<file path="src/rtl/rtsup_pkg.sv">
// constants shared by the supervisor support block
package rtsup_pkg;
  // register byte addresses
  localparam logic [19:0] FLAGS_OFF = 20'h7_fff0;
  localparam logic [19:0] CTRL_OFF = 20'h7_fff8;
  localparam logic [19:0] WDOG_OFF = 20'h7_ffe0;
  localparam logic [19:0] MISC_OFF = 20'h7_ffe4;
  localparam logic [19:0] STAT_OFF = 20'h7_ffe8;
  // field positions
  localparam int FLG_WDF = 7;
  localparam int FLG_AF = 6;
  localparam int FLG_BL = 4;
  localparam int CAL_SIGN = 5;
  localparam int WD_ROUTE = 7;
  localparam int MISC_ST = 0;
  localparam int MISC_FT = 1;
  localparam int MISC_AFE = 2;
  localparam int MISC_SQUARE_OUTPUT_GATE = 3;
  localparam int FT_TAP = 6;
  // reset value and bus response codes
  localparam logic [7:0] REG_RESET = 8'h00;
  localparam logic [1:0] RESP_OKAY = 2'h0;
  localparam logic [1:0] RESP_SLVERR = 2'h2;
  // timing
  localparam int CLK_MHZ = 25;
  localparam int QUICK_MIN_NS = 50;
  localparam int QUICK_CYC = (QUICK_MIN_NS * CLK_MHZ + 999) / 1000;
  localparam int SLOW_MIN_MS = 20;
  localparam int SLOW_CYC = SLOW_MIN_MS * CLK_MHZ * 1000;
  localparam int RESET_RECOVERY_TIME_MS = 50;
  localparam int RESET_RECOVERY_TIME_CYC = RESET_RECOVERY_TIME_MS * CLK_MHZ * 1000;
  localparam int DAY_SECONDS = 86400;
  // divider chain counts edges of the crystal, two per oscillator cycle
  localparam int EDGES_PER_CYC = 2;
  localparam logic [16:0] SEC_EDGES = 17'h1_0000;
  localparam int OSC_CYC_SHORT = 128;
  localparam int OSC_CYC_LONG = 256;
  localparam logic [16:0] SEC_SHORT_EDGES = 17'(OSC_CYC_SHORT * EDGES_PER_CYC);
  localparam logic [16:0] SEC_LONG_EDGES = 17'(OSC_CYC_LONG * EDGES_PER_CYC);
  localparam logic [5:0] SEC_PER_MIN = 6'h3b;
  localparam logic [11:0] TICK16_MASK = 12'hfff;
endpackage

</file>
<file path="src/rtl/rtsup_top.sv">
// supervisor support: watchdog, square wave, reset output, calibration, battery check
`timescale 1ns/1ps
module rtsup_top #(
  parameter int unsigned SLOW_QUAL_CYCLES = rtsup_pkg::SLOW_CYC,
  parameter int unsigned RESET_RECOVERY_TIME_CYCLES = rtsup_pkg::RESET_RECOVERY_TIME_CYC,
  parameter int unsigned DAY_SECONDS = rtsup_pkg::DAY_SECONDS
) (
  // clock and reset
  input wire logic i_mclk,
  input wire logic i_rst_n,
  // axi4-lite write address and data
  input wire logic i_axi_awvalid,
  output logic o_axi_awready,
  input wire logic [19:0] i_axi_awaddr,
  input wire logic [2:0] i_axi_awprot,
  input wire logic i_axi_wvalid,
  output logic o_axi_wready,
  input wire logic [31:0] i_axi_wdata,
  input wire logic [3:0] i_axi_wstrb,
  // axi4-lite write response
  output logic o_axi_bvalid,
  input wire logic i_axi_bready,
  output logic [1:0] o_axi_bresp,
  // axi4-lite read
  input wire logic i_axi_arvalid,
  output logic o_axi_arready,
  input wire logic [19:0] i_axi_araddr,
  input wire logic [2:0] i_axi_arprot,
  output logic o_axi_rvalid,
  input wire logic i_axi_rready,
  output logic [31:0] o_axi_rdata,
  output logic [1:0] o_axi_rresp,
  // oscillator edges, comparators, alarm flag
  input wire logic i_osc_edge,
  input wire logic i_power_fail,
  input wire logic i_battery_low,
  input wire logic i_alarm_flag,
  // reset inputs
  input wire logic i_quick_reset_n,
  input wire logic i_slow_reset_n,
  // open-drain reset output
  input wire logic i_reset_out_pin,
  output logic o_reset_out,
  output logic o_reset_out_oe,
  // open-drain interrupt and test pin
  input wire logic i_interrupt_calib_pin,
  output logic o_interrupt_calib_pin,
  output logic o_interrupt_calib_pin_oe,
  // square wave pin
  output logic o_square_wave_pin,
  output logic o_square_wave_pin_oe,
  // corrected one-second tick for the timekeeping counters
  output logic o_second_tick
);

  function automatic logic is_mapped(input logic [19:0] addr);
    is_mapped = (addr == rtsup_pkg::FLAGS_OFF) || (addr == rtsup_pkg::CTRL_OFF) ||
      (addr == rtsup_pkg::WDOG_OFF) || (addr == rtsup_pkg::MISC_OFF) ||
      (addr == rtsup_pkg::STAT_OFF);
  endfunction

  localparam int WD_ROUTE = rtsup_pkg::WD_ROUTE;

  logic aw_held, w_held;
  logic [19:0] aw_addr;
  logic [7:0] w_data;
  logic w_lane0;
  logic wr_go, rd_go, rd_flags;
  logic [3:0] rate_sel;
  logic [7:0] ctrl, wdog;
  logic st, ft, afe, square_output_gate;
  logic dog_timeout_flag, bl, wd_irq;
  logic [15:0] div;
  logic [16:0] sec_cnt;
  logic [5:0] sec_in_min, min_in_cyc;
  logic [16:0] day_cnt;
  logic [10:0] wd_cnt;
  logic [2:0] qcnt;
  logic [20:0] scnt;
  logic [20:0] rec_cnt;
  logic pf_d;

  logic run_edge, wd_tick, wd_en, wd_expire, wr_wdog;
  logic quick_q, slow_q, hold_src, ext_reset, check_now;
  logic [10:0] wd_target;
  logic [16:0] sec_len;
  logic adj_second, irq_event, ft_on, sq_tap;

  assign wr_wdog = wr_go && (aw_addr == rtsup_pkg::WDOG_OFF) && w_lane0;
  assign run_edge = i_osc_edge && !st;
  assign wd_tick = run_edge && ((div[11:0] & rtsup_pkg::TICK16_MASK) == rtsup_pkg::TICK16_MASK);
  assign wd_en = (wdog[6:2] != 5'h0) && !wd_irq;
  assign wd_target = 11'({6'h00, wdog[6:2]} << {wdog[1:0], 1'b0});
  assign wd_expire = wd_en && wd_tick && ((wd_cnt + 11'h001) >= wd_target) && !wr_wdog;
  assign quick_q = (qcnt == 3'(rtsup_pkg::QUICK_CYC));
  assign slow_q = (scnt == 21'(SLOW_QUAL_CYCLES));
  assign ext_reset = quick_q || slow_q;
  assign hold_src = i_power_fail || ext_reset;
  assign check_now = (pf_d && !i_power_fail) ||
    (o_second_tick && (day_cnt == 17'(DAY_SECONDS - 1)));
  assign irq_event = wd_irq || (i_alarm_flag && afe);
  assign ft_on = !st && ft && !afe && (wdog[WD_ROUTE] || (wdog == 8'h00));
  assign adj_second = (sec_in_min == 6'h00) && (min_in_cyc < {ctrl[4:0], 1'b0});
  assign sec_len = !adj_second ? rtsup_pkg::SEC_EDGES :
    ctrl[rtsup_pkg::CAL_SIGN] ? rtsup_pkg::SEC_EDGES - rtsup_pkg::SEC_SHORT_EDGES :
    rtsup_pkg::SEC_EDGES + rtsup_pkg::SEC_LONG_EDGES;

  // square wave tap: code 1 is bit 0, codes 2 and up are bit n
  always_comb begin
    unique case (rate_sel)
      4'h0: sq_tap = 1'b0;
      4'h1: sq_tap = div[0];
      default: sq_tap = div[rate_sel];
    endcase
  end

  // axi write channels, taken in either order
  always_ff @(posedge i_mclk or negedge i_rst_n) begin
    if (!i_rst_n) begin
      aw_held <= 1'b0;
      w_held <= 1'b0;
      aw_addr <= 20'h0_0000;
      w_data <= rtsup_pkg::REG_RESET;
      w_lane0 <= 1'b0;
      o_axi_awready <= 1'b1;
      o_axi_wready <= 1'b1;
      o_axi_bvalid <= 1'b0;
      o_axi_bresp <= rtsup_pkg::RESP_OKAY;
    end else begin
      if (i_axi_awvalid && o_axi_awready) begin
        aw_held <= 1'b1;
        aw_addr <= i_axi_awaddr;
        o_axi_awready <= 1'b0;
      end
      if (i_axi_wvalid && o_axi_wready) begin
        w_held <= 1'b1;
        w_data <= i_axi_wdata[7:0];
        w_lane0 <= i_axi_wstrb[0];
        o_axi_wready <= 1'b0;
      end
      if (wr_go) begin
        aw_held <= 1'b0;
        w_held <= 1'b0;
        o_axi_bvalid <= 1'b1;
        o_axi_bresp <= is_mapped(aw_addr) ? rtsup_pkg::RESP_OKAY : rtsup_pkg::RESP_SLVERR;
      end
      if (o_axi_bvalid && i_axi_bready) begin
        o_axi_bvalid <= 1'b0;
        o_axi_awready <= 1'b1;
        o_axi_wready <= 1'b1;
      end
    end
  end
  assign wr_go = aw_held && w_held && !o_axi_bvalid;

  // axi read channel; data captured once per access
  assign rd_go = i_axi_arvalid && o_axi_arready;
  assign rd_flags = rd_go && (i_axi_araddr == rtsup_pkg::FLAGS_OFF);
  always_ff @(posedge i_mclk or negedge i_rst_n) begin
    if (!i_rst_n) begin
      o_axi_arready <= 1'b1;
      o_axi_rvalid <= 1'b0;
      o_axi_rdata <= 32'h0000_0000;
      o_axi_rresp <= rtsup_pkg::RESP_OKAY;
    end else if (rd_go) begin
      o_axi_arready <= 1'b0;
      o_axi_rvalid <= 1'b1;
      o_axi_rresp <= is_mapped(i_axi_araddr) ? rtsup_pkg::RESP_OKAY : rtsup_pkg::RESP_SLVERR;
      unique case (i_axi_araddr)
        rtsup_pkg::FLAGS_OFF:
          o_axi_rdata <= {24'h00_0000, dog_timeout_flag, i_alarm_flag, 1'b0, bl, rate_sel};
        rtsup_pkg::CTRL_OFF: o_axi_rdata <= {24'h00_0000, ctrl};
        rtsup_pkg::WDOG_OFF: o_axi_rdata <= {24'h00_0000, wdog};
        rtsup_pkg::MISC_OFF: o_axi_rdata <= {28'h000_0000, square_output_gate, afe, ft, st};
        rtsup_pkg::STAT_OFF:
          o_axi_rdata <= {26'h000_0000, wd_irq, i_power_fail, i_interrupt_calib_pin,
            i_reset_out_pin, o_interrupt_calib_pin_oe, o_reset_out_oe};
        default: o_axi_rdata <= 32'h0000_0000;
      endcase
    end else if (o_axi_rvalid && i_axi_rready) begin
      o_axi_rvalid <= 1'b0;
      o_axi_arready <= 1'b1;
    end
  end

  // flags, calibration and control bits
  always_ff @(posedge i_mclk or negedge i_rst_n) begin
    if (!i_rst_n) begin
      rate_sel <= 4'h0;
      ctrl <= rtsup_pkg::REG_RESET;
      st <= 1'b0;
      ft <= 1'b0;
      afe <= 1'b0;
      square_output_gate <= 1'b0;
    end else begin
      if (wr_go && w_lane0 && aw_addr == rtsup_pkg::FLAGS_OFF) begin
        rate_sel <= w_data[3:0];
      end
      if (wr_go && w_lane0 && aw_addr == rtsup_pkg::CTRL_OFF) begin
        ctrl <= w_data;
      end
      if (wr_go && w_lane0 && aw_addr == rtsup_pkg::MISC_OFF) begin
        st <= w_data[rtsup_pkg::MISC_ST];
        ft <= w_data[rtsup_pkg::MISC_FT];
        afe <= w_data[rtsup_pkg::MISC_AFE];
        square_output_gate <= w_data[rtsup_pkg::MISC_SQUARE_OUTPUT_GATE];
      end
      if ((wd_expire && wdog[WD_ROUTE]) || ext_reset) begin
        ft <= 1'b0;
        afe <= 1'b0;
        square_output_gate <= 1'b0;
        ctrl[7:6] <= 2'h0;
      end
      if (i_power_fail) begin
        ft <= 1'b0;
        ctrl[7:6] <= 2'h0;
      end
    end
  end
  // watchdog register, up-counter and flag
  always_ff @(posedge i_mclk or negedge i_rst_n) begin
    if (!i_rst_n) begin
      wdog <= rtsup_pkg::REG_RESET;
      wd_cnt <= 11'h000;
      wd_irq <= 1'b0;
      dog_timeout_flag <= 1'b0;
    end else begin
      if (wr_wdog) begin
        wdog <= w_data;
        wd_cnt <= 11'h000;
        if (w_data == 8'h00) begin
          wd_irq <= 1'b0;
        end
      end else if (wd_expire) begin
        wd_cnt <= 11'h000;
        if (wdog[WD_ROUTE]) begin
          wdog <= rtsup_pkg::REG_RESET;
        end else begin
          wd_irq <= 1'b1;
        end
      end else if (wd_en && wd_tick) begin
        wd_cnt <= wd_cnt + 11'h001;
      end
      if (i_power_fail || ext_reset) begin
        wdog <= rtsup_pkg::REG_RESET;
        wd_cnt <= 11'h000;
        wd_irq <= 1'b0;
      end
      if (wd_expire) begin
        dog_timeout_flag <= 1'b1;
      end else if (rd_flags) begin
        dog_timeout_flag <= 1'b0;
      end
    end
  end

  // uncorrected divider chain and corrected seconds
  always_ff @(posedge i_mclk or negedge i_rst_n) begin
    if (!i_rst_n) begin
      div <= 16'h0000;
      sec_cnt <= 17'h0_0000;
      sec_in_min <= 6'h00;
      min_in_cyc <= 6'h00;
      o_second_tick <= 1'b0;
    end else begin
      o_second_tick <= 1'b0;
      if (run_edge) begin
        div <= div + 16'h0001;
        if (sec_cnt >= sec_len - 17'h0_0001) begin
          sec_cnt <= 17'h0_0000;
          o_second_tick <= 1'b1;
          if (sec_in_min == rtsup_pkg::SEC_PER_MIN) begin
            sec_in_min <= 6'h00;
            min_in_cyc <= min_in_cyc + 6'h01;
          end else begin
            sec_in_min <= sec_in_min + 6'h01;
          end
        end else begin
          sec_cnt <= sec_cnt + 17'h0_0001;
        end
      end
    end
  end

  // battery checks at power-up and daily
  always_ff @(posedge i_mclk or negedge i_rst_n) begin
    if (!i_rst_n) begin
      pf_d <= 1'b0;
      day_cnt <= 17'h0_0000;
      bl <= 1'b0;
    end else begin
      pf_d <= i_power_fail;
      if (o_second_tick) begin
        day_cnt <= (day_cnt == 17'(DAY_SECONDS - 1)) ? 17'h0_0000 : day_cnt + 17'h0_0001;
      end
      if (check_now) begin
        bl <= i_battery_low;
      end
    end
  end

  // reset input qualification and recovery timer
  always_ff @(posedge i_mclk or negedge i_rst_n) begin
    if (!i_rst_n) begin
      qcnt <= 3'h0;
      scnt <= 21'h00_0000;
      rec_cnt <= 21'h00_0000;
    end else begin
      if (i_quick_reset_n) begin
        qcnt <= 3'h0;
      end else if (!quick_q) begin
        qcnt <= qcnt + 3'h1;
      end
      if (i_slow_reset_n) begin
        scnt <= 21'h00_0000;
      end else if (!slow_q) begin
        scnt <= scnt + 21'h00_0001;
      end
      if (hold_src || (wd_expire && wdog[WD_ROUTE])) begin
        rec_cnt <= 21'(RESET_RECOVERY_TIME_CYCLES);
      end else if (rec_cnt != 21'h00_0000) begin
        rec_cnt <= rec_cnt - 21'h00_0001;
      end
    end
  end

  // pin drivers
  always_ff @(posedge i_mclk or negedge i_rst_n) begin
    if (!i_rst_n) begin
      o_reset_out <= 1'b0;
      o_reset_out_oe <= 1'b0;
      o_interrupt_calib_pin <= 1'b0;
      o_interrupt_calib_pin_oe <= 1'b0;
      o_square_wave_pin <= 1'b0;
      o_square_wave_pin_oe <= 1'b0;
    end else begin
      o_reset_out <= 1'b0;
      o_reset_out_oe <= hold_src || (rec_cnt != 21'h00_0000);
      o_interrupt_calib_pin <= 1'b0;
      if (irq_event) begin
        o_interrupt_calib_pin_oe <= 1'b1;
      end else if (ft_on) begin
        o_interrupt_calib_pin_oe <= !div[rtsup_pkg::FT_TAP];
      end else begin
        o_interrupt_calib_pin_oe <= 1'b0;
      end
      o_square_wave_pin <= sq_tap;
      o_square_wave_pin_oe <= square_output_gate && (rate_sel != 4'h0);
    end
  end
endmodule

</file>
<file path="config.mk">
export PLATFORM = sky130hd
export DESIGN_NAME = rtsup_top
export DESIGN_NICKNAME = d
export VERILOG_FILES = /design/src/rtl/rtsup_pkg.sv /design/src/rtl/rtsup_top.sv
export SDC_FILE = /design/constraint.sdc
export NUM_CORES = 1
export LEC_CHECK = 0
export BUFFER_PORTS_ARGS = -buffer_cell sky130_fd_sc_hd__buf_4
export CAP_MARGIN = 40
export CORE_UTILIZATION = 58
export CTS_CLUSTER_SIZE = 28
export DETAILED_ROUTE_END_ITERATION = 7
export MAX_ROUTING_LAYER = met4
export PLACE_DENSITY = 0.79
export SLEW_MARGIN = 20
export SYNTH_ARGS = -nofsm -noshare
export SYNTH_HDL_FRONTEND = slang
export SYNTH_SLANG_ARGS = --single-unit
</file>
<file path="constraint.sdc">
create_clock -name i_mclk -period 4.65 [get_ports i_mclk]
set_clock_uncertainty 0.1 [all_clocks]
set_input_delay 0.2325 -clock i_mclk [delete_from_list [all_inputs] [get_ports i_mclk]]
set_output_delay 0.2325 -clock i_mclk [all_outputs]
set_load 0.05 [all_outputs]
</file>
# == After elaboration in Yosys (flattened, before gate mapping) ==
# Index checks and enable logic that the tools add are counted.
# totals
out_inout_bits,48
ff_bits,223
elab_cells,212
input_bits,97
# classes
eq_ne,20
add_sub_neg,10
shift,1
n_mux,60
magnitude_cmp,4
n_reduce_logical,77
# op_table
operator,n
$eq A20 B19 Y1 const B,10
$mux W21,4
$mux W17,4
$mux W11,4
$pmux W8 S5,1
$add A17 B1 Y17 const B,2
$mux W1,33
$mux W8,4
$logic_and A1 B1 Y1,29
$add A21 B1 Y21 const B,1
$eq A21 B19 Y1 const B,1
$reduce_bool A21 Y1,1
$sub A21 B1 Y21 const B,1
$reduce_bool A2 Y1,9
$eq A17 B17 Y1 const B,1
$ge A17 B17 Y1,1
$sub A17 B1 Y17 const B,1
$add A16 B1 Y16 const B,1
$logic_not A8 Y1,2
$logic_or A1 B1 Y1,16
$add A6 B1 Y6 const B,2
$eq A12 B12 Y1 const B,1
$reduce_bool A3 Y1,4
$add A11 B1 Y11 const B,1
other kinds (23),38

# == Logic depth before layout (Yosys ltp) ==
# depth
word_depth,10
depth_mapped,16
ltp_nobuf,14

# == Worst setup path before layout ==
# Ideal clock, no wire load.
# synth_path
kind,register to register
startpoint,register min_in_cyc[2]
endpoint,register sec_in_min[2]
setup_ps,125
n_path_buf,1
arrival_time_ps,3091
period_less_slack_ps,3316
slack_ps,1334
required_time_ps,4425
stages_incl_launch_ff,15
path_cell_list,dfrtp_1 -> ha_1 -> a21o_1 -> a21o_1 -> a21oi_1 -> o211ai_1 -> nor2_1 -> ha_1 -> nand4_1 -> o31a_1 -> o21ai_0 -> a31o_2 -> clkbuf_1 -> nand2_1 -> mux2_2
# synth_via
elab_chain_len,6
# synth_rtl
element,line,rtl
from (decl),rtsup_top.sv:75,"logic [5:0] sec_in_min, min_in_cyc;"
from (signal assigned),rtsup_top.sv:274,min_in_cyc <= min_in_cyc + 6'h01;
$lt A6 B6 Y1,rtsup_top.sv:103,"assign adj_second = (sec_in_min == 6'h00) && (min_in_cyc < {ctrl[4:0], 1'b0});"
$logic_and A1 B1 Y1,rtsup_top.sv:103,
$mux W17,rtsup_top.sv:104,assign sec_len = !adj_second ? rtsup_pkg::SEC_EDGES :
$sub A17 B1 Y17,rtsup_top.sv:269,if (sec_cnt >= sec_len - 17'h0_0001) begin
$ge A17 B17 Y1,rtsup_top.sv:269,
$reduce_and A2 Y1 (no source line),-,
to (signal assigned),rtsup_top.sv:276,sec_in_min <= sec_in_min + 6'h01;
to (decl),rtsup_top.sv:75,
# Every way passes these cells.
# A chain may end at the register's enable or synchronous reset.

# == Worst setup path after layout ==
# layout_path
startpoint,register min_in_cyc[2]
endpoint,register min_in_cyc[1]
# layout_via
elab_chain_len,6
# layout_rtl
element,line
$lt A6 B6 Y1,rtsup_top.sv:103
$logic_and A1 B1 Y1,rtsup_top.sv:103
$mux W17,rtsup_top.sv:104
$sub A17 B1 Y17,rtsup_top.sv:269
$ge A17 B17 Y1,rtsup_top.sv:269
$reduce_and A3 Y1 (no source line),-
# Every way passes these cells.

==> qor.log <==
[outcome] run status completed
[clocking] TritonCTS clock tree done
[final_layout] commonest cells after routing, fill and taps aside sky130_fd_sc_hd__dfrtp_1, sky130_fd_sc_hd__nand2_1, sky130_fd_sc_hd__nor2_1
[sta] RSZ-0062 raised after global routing false
[power] total power 0.00455 W
[place] routability congestion estimate from global placement 0.844
[clocking] CTS H-tree depth 4
[worst_setup_path] worst endpoint data arrival time 4070 ps
[global_route] wire length of the first global-routing pass 38.9 mm
[power] maximum ir drop on the vdd rail 0.420 mV
[final_layout] area occupied by registers 4930 um2
[sta] measured slew at the worst slew-check pin 818 ps
[drt] DRC 0
[clocking] register clock-pin slew on the reported worst setup and hold paths 70 ps
[place] HPWL Detailed 15.3 mm
[drt] drt via density 5.83
[sta] Highest Clock Rate 0.260 GHz
[global_route] gr ovfl total 0
[synthesis] syn avg cell area 9.90 um2
[die] x dimension of the die 136 um
[die] Std-Cell Core Area 17,400 um2
[drt] via count 8,223
[die] area of the die 18,500 um2
[synthesis] number of enable flip-flop cells after synthesis 0
[clocking] insertion delay of the later-clocked pin in the worst-skew pair 450 ps
[worst_setup_path] category of the critical setup timing path reg2reg
[worst_setup_path] type of element capturing the critical path flop
[worst_setup_path] total buffers and inverters traversed by the critical path 0
[worst_setup_path] slack of the worst reg-to-reg path 800 ps
[synthesis] number of warning messages in the yosys log 0
[synthesis] fraction of the yosys area taken by sequential cells 47.4%
[clocking] post_cts resized 0
[synthesis] cells taking the most area after synthesis sky130_fd_sc_hd__dfrtp_1, sky130_fd_sc_hd__xnor2_1, sky130_fd_sc_hd__ha_1, sky130_fd_sc_hd__mux2_2, sky130_fd_sc_hd__nand2_1
[final_layout] core utilization of the finished layout 70.0%
[global_route] antenna violations before repair 0
[sta] Max-Slew Margin vs Limit 45.4%
[worst_setup_path] biggest cell delay along the critical path 510 ps
[sta] number of hold violations in the final report 0
[worst_setup_path] worst endpoint required time 4870 ps
[synthesis] proportion of synthesized flip-flops having asynchronous set or reset 100%
[final_layout] Antenna Cells 0
[sta] final worst hold slack 16.7 ps
[final_layout] area taken by multi-input logic gates 5090 um2
[final_layout] most common cell after layout, fill and taps aside sky130_fd_sc_hd__dfrtp_1
[synthesis] post-synthesis cell type with the largest combined area sky130_fd_sc_hd__dfrtp_1
[sta] count of final max-slew check failures 0
[drt] remaining antenna violation count 0
[sta] Final setup violation count 0
[die] effective utilization at floorplan 59.7%
[power] PD cells 373 nW/um2
[global_route] via count of the first global-routing pass 8,060
[place] # port buffers 83
[worst_setup_path] crit-path max FO 23
[clocking] Inserted Clock Buffers 17
[sta] Final Critical Period 3850 ps
[power] Static Leakage 5.45 nW
[clocking] clock sink count 197
[die] FP Rows 48
[drt] number of detailed-routing iterations run before antenna repair 5
[final_layout] Syn-to-layout area delta 17.3%
[clocking] buffers inserted by post-CTS timing repair 0
[drt] First DRT Iteration DRCs 537
[worst_setup_path] Critical Path Start Type flop
[synthesis] top_reg_cell synth sky130_fd_sc_hd__dfrtp_1
[synthesis] post-synth cell types 65
[global_route] GRT Util Overall 27.4%
[flow_run] number of maximum-capacitance constraint violations 0
[place] worst setup slack before clock tree synthesis 814 ps
[clocking] CTS Root Buffer Type sky130_fd_sc_hd__clkbuf_16
[drt] WL/cell 16.4 um
[synthesis] FF+latch count, synth 197
[sta] setup total negative slack 0 ps
[final_layout] number of nets in the layout 1,305
[synthesis] synthesized cell area 10,400 um2
[synthesis] cells after synthesis 1,050
[final_layout] Filler cells 1,277
[final_layout] share of post-route cells with drive strength above 1 15.8%
[sta] final setup margin 804 ps
[worst_setup_path] family of cells with the greatest summed delay on the critical path compound AO/OA/AOI/OAI gates
[clocking] buffer depth of the longest clock path 2
[worst_setup_path] slowest library cell on the worst path sky130_fd_sc_hd__a31o_2
[worst_hold_path] Hold/Removal Path Class in2reg
[die] I/O pin count 145
[sta] fin crit share 82.7%
[synthesis] area share of the leading cell type in the synthesized netlist 46.7%
[drt] Detailed Route WL 23.2 mm
[die] height of the die 136 um
[global_route] pin count of the biggest net entering global routing 94
[worst_setup_path] cells along the critical path ha_1, a21o_1, a21o_1, a21oi_1, o211ai_1, nor2_1, ha_1, nand4_1, o31a_1, o21ai_0, a31o_2, nand2_1, mux2_2
==> stage by stage <==
| stage | instances | instance area [um2] |
|---|---|---|
| 2_1_floorplan | 1077 | 10500 |
| 3_3_place_gp | 1330 | 11100 |
| 3_5_place_dp | 1335 | 11200 |
| 5_1_grt | 1410 | 12200 |
| 6_report | 1410 | 12200 |
| 4_1_cts | 1409 | 12200 |
==> layer usage <==
layer  up-vias  GRT usage, %  part of all wire, %
li1       3879             -                    -
met1      4052          35.6                   44
met2       262          44.2                   49
met3        30          5.74                  5.7
met4         0          6.11                  1.1
met5         -             -                    0
==> final cells by class <==
class                      instances  area share [%]
multi-input combinational        783            41.7
sequential                       197            40.4
timing repair buffer             137            9.53
clock buffer                      19            3.71
tap                              225            2.31
clock inverter                    13            1.19
inverter                          36            1.11
==> synth_stat cells, types with 3 or more instances <==
cell type	count
sky130_fd_sc_hd__dfstp_2	3
sky130_fd_sc_hd__and4_1	4
sky130_fd_sc_hd__xnor2_1	54
sky130_fd_sc_hd__nor3_1	21
sky130_fd_sc_hd__mux2_2	40
sky130_fd_sc_hd__a32o_1	7
sky130_fd_sc_hd__a21o_1	4
sky130_fd_sc_hd__nor2_1	101
sky130_fd_sc_hd__nand3_1	44
sky130_fd_sc_hd__nand2_1	112
sky130_fd_sc_hd__nor4b_1	3
sky130_fd_sc_hd__o211ai_1	5
sky130_fd_sc_hd__nand4_1	31
sky130_fd_sc_hd__or4_1	6
sky130_fd_sc_hd__dfrtp_1	194
sky130_fd_sc_hd__buf_2	4
sky130_fd_sc_hd__o21ai_0	58
sky130_fd_sc_hd__inv_1	36
sky130_fd_sc_hd__a31oi_1	10
sky130_fd_sc_hd__nor4_1	18
sky130_fd_sc_hd__or3_1	10
sky130_fd_sc_hd__a21boi_0	3
sky130_fd_sc_hd__mux2i_1	18
sky130_fd_sc_hd__clkbuf_1	27
sky130_fd_sc_hd__buf_4	28
sky130_fd_sc_hd__mux4_2	5
sky130_fd_sc_hd__nand4b_1	6
sky130_fd_sc_hd__ha_1	36
sky130_fd_sc_hd__xor2_1	32
sky130_fd_sc_hd__nor2b_1	8
sky130_fd_sc_hd__nand2b_1	13
sky130_fd_sc_hd__and3_1	22
sky130_fd_sc_hd__a21oi_1	39
sky130_fd_sc_hd__a22oi_1	3
sky130_fd_sc_hd__and2_1	5
sky130_fd_sc_hd__nand3b_1	5
==> where the power goes <==
group / internal [W] / switching, W
sequential: 0.00196 / 0.000266
clock: 0.000830 / 0.000675
combinational: 0.000382 / 0.000441
==> path summary, 6_finish.rpt <==
kind | cells after the start | startpoint | endpoint
setup / recovery | 13 | min_in_cyc[2]$_DFFE_PN0P_ | min_in_cyc[1]$_DFFE_PN0P_
hold / removal | 2 | i_slow_reset_n | scnt[8]$_DFFE_PN0P_
setup reg to reg | 13 | min_in_cyc[2]$_DFFE_PN0P_ | min_in_cyc[1]$_DFFE_PN0P_
hold reg to reg | 1 | day_cnt[5]$_DFFE_PN0P_ | day_cnt[5]$_DFFE_PN0P_
max in group asynchronous | 3 | i_rst_n | o_axi_arready$_DFFE_PN1P_
min in group asynchronous | 2 | i_rst_n | day_cnt[2]$_DFFE_PN0P_
==> logic make-up after synthesis <==
logic type	synth area share (%)
AO/OA/AOI/OAI	8.78
XOR/XNOR	7.24
adder cells (fa/ha/maj)	4.33
buffers and inverters	4.63
flip-flops	47.4
multiplexers	7.15
other	0.0361
AND/OR/NAND/NOR	20.4
==> timing repair <==
item | CTS | global route
hold endpoints to repair | 95 | 0
hold buffers | 42 | 0
setup endpoints to repair | 0 | 0
==> registers in the layout, summed over array words and instances (netlist names), 3 cells and up <==
name,cells
min_in_cyc,6
o_axi_rdata,8
aw_addr,20
w_data,8
rate_sel,4
wd_cnt,11
ctrl,8
rec_cnt,21
sec_in_min,6
div,16
qcnt,3
wdog,8
day_cnt,17
sec_cnt,17
scnt,21
(Power assumes the default switching activity.)
